===== config.mk =====
export PLATFORM = sky130hd
export DESIGN_NAME = nco_channel_select
export DESIGN_NICKNAME = d
export VERILOG_FILES = /design/src/hdl/osc_sel_pkg.sv /design/src/hdl/nco_channel_select.sv
export SDC_FILE = /design/constraint.sdc
export NUM_CORES = 1
export LEC_CHECK = 0
export ABC_AREA = 1
export BUFFER_PORTS_ARGS = -buffer_cell sky130_fd_sc_hd__buf_2
export CORE_ASPECT_RATIO = 0.5
export CORE_MARGIN = 2
export CORE_UTILIZATION = 45
export CTS_CLUSTER_SIZE = 16
export DETAILED_ROUTE_END_ITERATION = 7
export HOLD_SLACK_MARGIN = 0.05
export PLACE_DENSITY = 0.84
export SLEW_MARGIN = 0
export SYNTH_ARGS = -nofsm -noshare
export SYNTH_HDL_FRONTEND = slang
export SYNTH_SLANG_ARGS = --single-unit

===== constraint.sdc =====
create_clock -name pclk -period 2.02 [get_ports pclk]
set_input_delay 0 -clock pclk [delete_from_list [all_inputs] [get_ports pclk]]
set_output_delay 0 -clock pclk [all_outputs]
set_load 0.01 [all_outputs]

===== src/hdl/osc_sel_pkg.sv =====
// Constants for the oscillator channel selection block.
package osc_sel_pkg;
  // Register map: printed offset is a byte address (multiple of four).
  localparam logic [11:0] CTRL_ADDR      = 12'h354;
  localparam logic [7:0]  CTRL_RESET     = 8'h00;
  localparam int          MODE_MSB       = 7;
  localparam int          MODE_LSB       = 4;
  localparam int          CHAN_MSB       = 3;
  localparam int          CHAN_LSB       = 0;
  localparam logic [3:0]  COUNT_RESET    = 4'h0;
  // Select-mode codes.
  localparam logic [3:0]  MODE_REG       = 4'h0;
  localparam logic [3:0]  MODE_B0A0      = 4'h1;
  localparam logic [3:0]  MODE_B1A1      = 4'h2;
  localparam logic [3:0]  MODE_A1A0      = 4'h3;
  localparam logic [3:0]  MODE_B1B0      = 4'h4;
  localparam logic [3:0]  MODE_B1A1B0A0  = 4'h5;
  localparam logic [3:0]  MODE_B1B0A1A0  = 4'h6;
  localparam logic [3:0]  MODE_EDGE_A0   = 4'h8;
  localparam logic [3:0]  MODE_EDGE_A1   = 4'h9;
  localparam logic [3:0]  MODE_EDGE_B0   = 4'hA;
  localparam logic [3:0]  MODE_EDGE_B1   = 4'hB;
  // Pin vector order inside the block: {b1, b0, a1, a0}.
  localparam int          PIN_A0         = 0;
  localparam int          PIN_A1         = 1;
  localparam int          PIN_B0         = 2;
  localparam int          PIN_B1         = 3;
endpackage


===== src/hdl/nco_channel_select.sv =====
// Oscillator channel selection with APB register and pin edge counter.
`timescale 1ns/10ps
//////////////////////////////////////////////////////////////////////////////
module nco_channel_select
  import osc_sel_pkg::*;
#(
  parameter int ADDR_W = 12
) (
  // Clock and reset.
  input  wire logic              pclk,
  input  wire logic              presetn,
  // APB slave.
  input  wire logic              psel,
  input  wire logic              penable,
  input  wire logic              pwrite,
  input  wire logic [ADDR_W-1:0] paddr,
  input  wire logic [31:0]       pwdata,
  input  wire logic [3:0]        pstrb,
  output logic      [31:0]       prdata,
  output logic                   pready,
  output logic                   pslverr,
  // Channel-select pins from the external controller.
  input  wire logic              select_pin_a_bit0,
  input  wire logic              select_pin_a_bit1,
  input  wire logic              select_pin_b_bit0,
  input  wire logic              select_pin_b_bit1,
  // Active oscillator channel.
  output logic      [3:0]        active_channel
);

  // The address must hold the register offset.
  if (ADDR_W < 12) begin : g_addr_chk
    $error("ADDR_W too small for the register map");
  end

  //////////////////////////////////////////////////////////////////////////////
  // Pin synchronisers: two flops per pin, first stage read only by second.
  logic [3:0] pin_meta_reg;
  logic [3:0] pin_sync_reg;
  logic [3:0] pin_last_reg;
  logic [3:0] pin_raw;
  logic [3:0] pin_rise;

  assign pin_raw = {select_pin_b_bit1, select_pin_b_bit0,
                    select_pin_a_bit1, select_pin_a_bit0};

  // Synchroniser and edge history, one per pin.
  genvar gi;
  for (gi = 0; gi < 4; gi++) begin : g_pin
    always_ff @(posedge pclk or negedge presetn) begin
      if (!presetn) begin
        pin_meta_reg[gi] <= 1'b0;
        pin_sync_reg[gi] <= 1'b0;
        pin_last_reg[gi] <= 1'b0;
      end else begin
        pin_meta_reg[gi] <= pin_raw[gi];
        pin_sync_reg[gi] <= pin_meta_reg[gi];
        pin_last_reg[gi] <= pin_sync_reg[gi];
      end
    end
    assign pin_rise[gi] = pin_sync_reg[gi] & ~pin_last_reg[gi];
  end

  //////////////////////////////////////////////////////////////////////////////
  // APB register file: one control register, zero-wait answers.
  logic [7:0]  ctrl_reg;
  logic [7:0]  ctrl_next;
  logic [31:0] prdata_next;
  logic        pslverr_next;
  logic        pready_next;
  logic        setup;
  logic        hit;

  assign setup = psel && !penable;
  // Zero-extend the offset so a wider address bus decodes the same word.
  assign hit   = (paddr == ADDR_W'(CTRL_ADDR));

  // Decode in the setup cycle so the access phase completes at once.
  always_comb begin
    ctrl_next    = ctrl_reg;
    prdata_next  = prdata;
    pslverr_next = 1'b0;  // The error flag stands only beside pready.
    pready_next  = 1'b0;
    if (setup) begin
      pready_next  = 1'b1;
      pslverr_next = !hit;
      prdata_next  = 32'h0000_0000;
      if (hit && !pwrite) begin
        prdata_next = {24'h00_0000, ctrl_reg};
      end
    end else if (psel && penable && pready && pwrite && hit && pstrb[0]) begin
      ctrl_next = pwdata[7:0];
    end
  end

  always_ff @(posedge pclk or negedge presetn) begin
    if (!presetn) begin
      ctrl_reg <= CTRL_RESET;
      prdata   <= 32'h0000_0000;
      pslverr  <= 1'b0;
      pready   <= 1'b0;
    end else begin
      ctrl_reg <= ctrl_next;
      prdata   <= prdata_next;
      pslverr  <= pslverr_next;
      pready   <= pready_next;
    end
  end

  //////////////////////////////////////////////////////////////////////////////
  // Edge counter and channel selection.
  logic [3:0] mode;
  logic [3:0] field;
  logic [3:0] count_reg;
  logic [3:0] count_next;
  logic [3:0] chan_next;
  logic       edge_hit;

  assign mode  = ctrl_reg[MODE_MSB:MODE_LSB];
  assign field = ctrl_reg[CHAN_MSB:CHAN_LSB];

  // Counter steps on the chosen pin edge and wraps to zero at the limit.
  // A limit of zero holds the counter at zero, which is the safe reading.
  always_comb begin
    edge_hit   = 1'b0;
    count_next = count_reg;
    case (mode)
      MODE_EDGE_A0: edge_hit = pin_rise[PIN_A0];
      MODE_EDGE_A1: edge_hit = pin_rise[PIN_A1];
      MODE_EDGE_B0: edge_hit = pin_rise[PIN_B0];
      MODE_EDGE_B1: edge_hit = pin_rise[PIN_B1];
      default:      edge_hit = 1'b0;
    endcase
    if (edge_hit) begin
      if (count_reg >= field) begin
        count_next = COUNT_RESET;
      end else begin
        count_next = count_reg + 4'h1;
      end
    end
  end

  // Channel index per select mode; unlisted codes fall back to the field.
  always_comb begin
    case (mode)
      MODE_B0A0:     chan_next = {2'b00, pin_sync_reg[PIN_B0],
                                  pin_sync_reg[PIN_A0]};
      MODE_B1A1:     chan_next = {2'b00, pin_sync_reg[PIN_B1],
                                  pin_sync_reg[PIN_A1]};
      MODE_A1A0:     chan_next = {2'b00, pin_sync_reg[PIN_A1],
                                  pin_sync_reg[PIN_A0]};
      MODE_B1B0:     chan_next = {2'b00, pin_sync_reg[PIN_B1],
                                  pin_sync_reg[PIN_B0]};
      MODE_B1A1B0A0: chan_next = {pin_sync_reg[PIN_B1], pin_sync_reg[PIN_A1],
                                  pin_sync_reg[PIN_B0],
                                  pin_sync_reg[PIN_A0]};
      MODE_B1B0A1A0: chan_next = pin_sync_reg;
      MODE_EDGE_A0, MODE_EDGE_A1,
      MODE_EDGE_B0, MODE_EDGE_B1: chan_next = count_next;
      default:       chan_next = field;
    endcase
  end

  // Counter clears on reset; the channel output is registered.
  always_ff @(posedge pclk or negedge presetn) begin
    if (!presetn) begin
      count_reg      <= COUNT_RESET;
      active_channel <= COUNT_RESET;
    end else begin
      count_reg      <= count_next;
      active_channel <= chan_next;
    end
  end

  //////////////////////////////////////////////////////////////////////////////
  // Assertions.
  reg_mode_a: assert property (@(posedge pclk) disable iff (!presetn)
    (mode == MODE_REG) |=> (active_channel == $past(field)))
    else $error("register mode channel mismatch");
  pin_mode_a: assert property (@(posedge pclk) disable iff (!presetn)
    (mode == MODE_B1A1) |=>
      (active_channel == {2'b00, $past(pin_sync_reg[PIN_B1]),
                          $past(pin_sync_reg[PIN_A1])}))
    else $error("pin pair channel mismatch");
  b_pair_a: assert property (@(posedge pclk) disable iff (!presetn)
    (mode == MODE_B1B0) |=>
      (active_channel == {2'b00, $past(pin_sync_reg[PIN_B1]),
                          $past(pin_sync_reg[PIN_B0])}))
    else $error("B pin pair channel mismatch");
  full_pin_a: assert property (@(posedge pclk) disable iff (!presetn)
    (mode == MODE_B1B0A1A0) |=> (active_channel == $past(pin_sync_reg)))
    else $error("four pin channel mismatch");
  edge_step_a: assert property (@(posedge pclk) disable iff (!presetn)
    (mode == MODE_EDGE_A0 && pin_rise[PIN_A0] && count_reg < field) |=>
      (count_reg == $past(count_reg) + 4'h1))
    else $error("counter did not step");
  wrap_a: assert property (@(posedge pclk) disable iff (!presetn)
    (edge_hit && count_reg >= field) |=> (count_reg == COUNT_RESET))
    else $error("counter did not wrap");
  hold_a: assert property (@(posedge pclk) disable iff (!presetn)
    !edge_hit |=> $stable(count_reg))
    else $error("counter moved without edge");
  high_chan_a: assert property (@(posedge pclk) disable iff (!presetn)
    (mode == MODE_REG && field == 4'hF) [*2] |-> (active_channel == 4'hF))
    else $error("channel 15 not selected");
  unlisted_a: assert property (@(posedge pclk) disable iff (!presetn)
    (mode == 4'h7) |=> (active_channel == $past(field)))
    else $error("unlisted mode not field");
  b0a0_pair_a: assert property (@(posedge pclk) disable iff (!presetn)
    (mode == MODE_B0A0) |=>
      (active_channel == {2'b00, $past(pin_sync_reg[PIN_B0]),
                          $past(pin_sync_reg[PIN_A0])}))
    else $error("B0 A0 pair channel mismatch");
  a_pair_a: assert property (@(posedge pclk) disable iff (!presetn)
    (mode == MODE_A1A0) |=>
      (active_channel == {2'b00, $past(pin_sync_reg[PIN_A1]),
                          $past(pin_sync_reg[PIN_A0])}))
    else $error("A pin pair channel mismatch");
  mixed_pin_a: assert property (@(posedge pclk) disable iff (!presetn)
    (mode == MODE_B1A1B0A0) |=>
      (active_channel == {$past(pin_sync_reg[PIN_B1]),
                          $past(pin_sync_reg[PIN_A1]),
                          $past(pin_sync_reg[PIN_B0]),
                          $past(pin_sync_reg[PIN_A0])}))
    else $error("interleaved pin channel mismatch");
  // A stored write must show in the register on the next cycle.
  ctrl_write_a: assert property (@(posedge pclk) disable iff (!presetn)
    (psel && penable && pready && pwrite && hit && pstrb[0]) |=>
      (ctrl_reg == $past(pwdata[7:0])))
    else $error("register write not stored");

endmodule


==> run metrics <==
status finished, final reports clean; reg-to-reg startpoint ctrl_reg[3]; cell count after placement 343; post-synthesis xor/xnor area fraction 0.00420; Layout area overhead 19.5%; crit end category flop; Yosys top cell area share 0.456; Pwr Total approximately 1.5 mW; final wirelength 4.12 mm; hpwl dp 3.09 mm; final hold violations 0; Critical-path top delay cell dfrtp_1; dpl ws 428 ps; Starting Density 0.472; layout cells sized above 1 0.248; Crit path required time 2230 ps; clk slew on worst S/H paths approximately 70 ps; final worst-path cycle share 0.809; Port Buffers between 40 and 50; 1st-iter DRT viols between 60 and 70; hold crit path type input pin to flop; total gr overflow 0; # H-tree levels 2; Chip Height 52.2 µm; worst-skew pair later-pin latency 290 ps; HP Start penable; worst setup margin ~390 ps; Clock Tree Buf Depth 2; DR pass1 iterations 4; Clock Sinks 38; vias in the first global route around 1600; diodes inserted 0; Final Skew between 4 and 5 ps; CP startpoint ctrl_reg[3]; RSZ-0062 raised after global routing false; cts repair resizes 0; post-synthesis register bit count 38; post-synthesis simple-gate area fraction 0.272; Core Util, Final 0.564; top cells by area, synth dfrtp_1 (46%), nand2_1 (11%), buf_4 (9.0%); main flop type after synthesis dfrtp_1; initial antenna violation count 0; fin cells 364; DRC viols 0; Root Buffer clkbuf_8; Final Slew Violations 0; Die Span X about 100 µm; CTS tree done; fmax approximately 600 MHz; Hold Crit Depth 2; hold buffers post-CTS 13; final setup TNS 0 ps; area share of fa/ha/maj cells after synthesis 0.0300; io pins 95; Post-Syn Area around 2100 µm²; post-synth top area cell dfrtp_1; count of final setup violators 0; post-synth cell types 30; FF-to-FF setup slack slightly below 400 ps; crit-path max cell delay 430 ps; Worst-Margin Slew ~840 ps; total CTS buffers 5; multiplexer area fraction after synthesis 0; cell-by-cell trace of the critical path inv_1 > ha_1 > a21oi_1 > nand3_1 > nand2_1 > nand3_1 > a21oi_1; Avg Cell Area, Syn 8.45 µm²; kind of start point of the critical path flop; min cycle time layout 1630 ps; vias between 1500 and 2000; number of synthesized flops with an enable pin 0; largest net degree at the start of global routing 39; # rows 17; Synth Area in Compound Gates 0.0851; largest family of logic cells by synthesized area simple AND/OR/NAND/NOR gates; RePlAce Congestion between 0.9 and 1; vias per cell 4.75; first-pass GRT wire length 7.16 mm; Async SR Flop Fraction 1.00; Worst Path Max Fanout 4; Die ar. approximately 5200 µm²; power density cells a little over 600 nW/µm²; Syn Inst Count 247; worst relative slew slack 0.438; Peak VDD IR just under 0.0003 V; post-CTS setup buffer count 0; # nets final 368; worst r2r path cells 7; LEAKAGE ~1.4 nW; max-cap viol count 0; core region area 4420 µm²; Antenna Violating Nets Remaining 0; GRT Overall Usage 0.178; Ys Warns 0; Avg WL per Cell between 10 and 15 µm; WP data arrival 1840 ps; register area share after synthesis 0.456; critical path class flop to flop
where the power goes:
part	internal [mW]	total [mW]	leakage (nW)	switching (mW)
logic	0.0441	0.111	0.815	0.0671
clock network	0.363	0.623	0.0579	0.259
registers	0.775	0.783	0.501	0.00797
total	1.18	1.52	1.37	0.335
synth_stat cells (2+ instances only):
cell type  instances
a21oi_1            6
buf_4             25
inv_1             25
nand2_1           62
nand4_1            2
o21ai_0           10
and2_1             4
nor2_2             4
dfrtp_1           38
nor2_1            10
inv_2              4
o21ai_2            9
ha_1               5
nand3_1           25
nand2_2            3
worst max-delay path: cells and delay by family, from the launching register on:
kind | cells | cell delay (ps)
AND/OR/NAND/NOR | 3 | 290
buffers and inverters | 1 | 70
flip-flops | 1 | 430
adder cells (fa/ha/maj) | 1 | 310
AO/OA/AOI/OAI | 2 | 460
path summary, 6_finish.rpt:
| check | to |
|---|---|
| max in group asynchronous | pin_last_reg[3] |
| worst max register to register | active_channel[2] |
| worst min register to register | pin_sync_reg[0] |
| min in group asynchronous | prdata[1] |
| worst min-delay path | pready |
| worst max-delay path | active_channel[2] |
cell type report:
cell class | count | area [µm²]
fill | 367 | 1930
inverter | 30 | 113
clock buffer | 5 | 68.8
timing repair buffer | 56 | 345
tap | 57 | 71.3
sequential | 38 | 951
multi-input combinational | 175 | 906
clock inverter | 3 | 40.0
placed cells by master, fill, tap and decap left out, drive strengths merged:
master / synthesis / layout
a21boi: 1 / 1
o21ai: 20 / 20
conb: 1 / 24
nor3b: 1 / 1
buf: 27 / 43
nand2: 67 / 67
dfrtp: 38 / 38
clkbuf: 0 / 5
and2: 4 / 4
nand3b: 1 / 1
xor2: 1 / 1
nor2: 15 / 15
nor3: 2 / 2
a21oi: 6 / 6
dlygate4sd3: 0 / 13
o22ai: 1 / 1
bufinv: 0 / 1
inv: 29 / 29
nand3: 25 / 25
clkinv: 1 / 3
nand4: 2 / 2
ha: 5 / 5
logic make-up after synthesis:
group	Yosys count
AOI/OAI and AO/OA	28
xor gates and xnor gates	1
adders and majority gates	5
buffers and inverters	57
DFF	38
other	1
and+or+nand+nor	117
metrics by stage:
stage	instance area, µm²	hold WS [ps]
after global routing	2490	118
after global placement	2260	108
after floorplan	2170	-296
after detailed placement	2260	109
after CTS	2490	68.1
final	2490	88.3
layer usage:
layer  vias to the layer above  global-route usage  part of all wire
met5                         -                   0                 0
met2                        59               0.322              0.50
met1                       809               0.214              0.44
met3                         6              0.0497             0.051
li1                        854                   -                 -
met4                         0              0.0457            0.0092
Note: power is estimated with default switching activity, not from simulation.
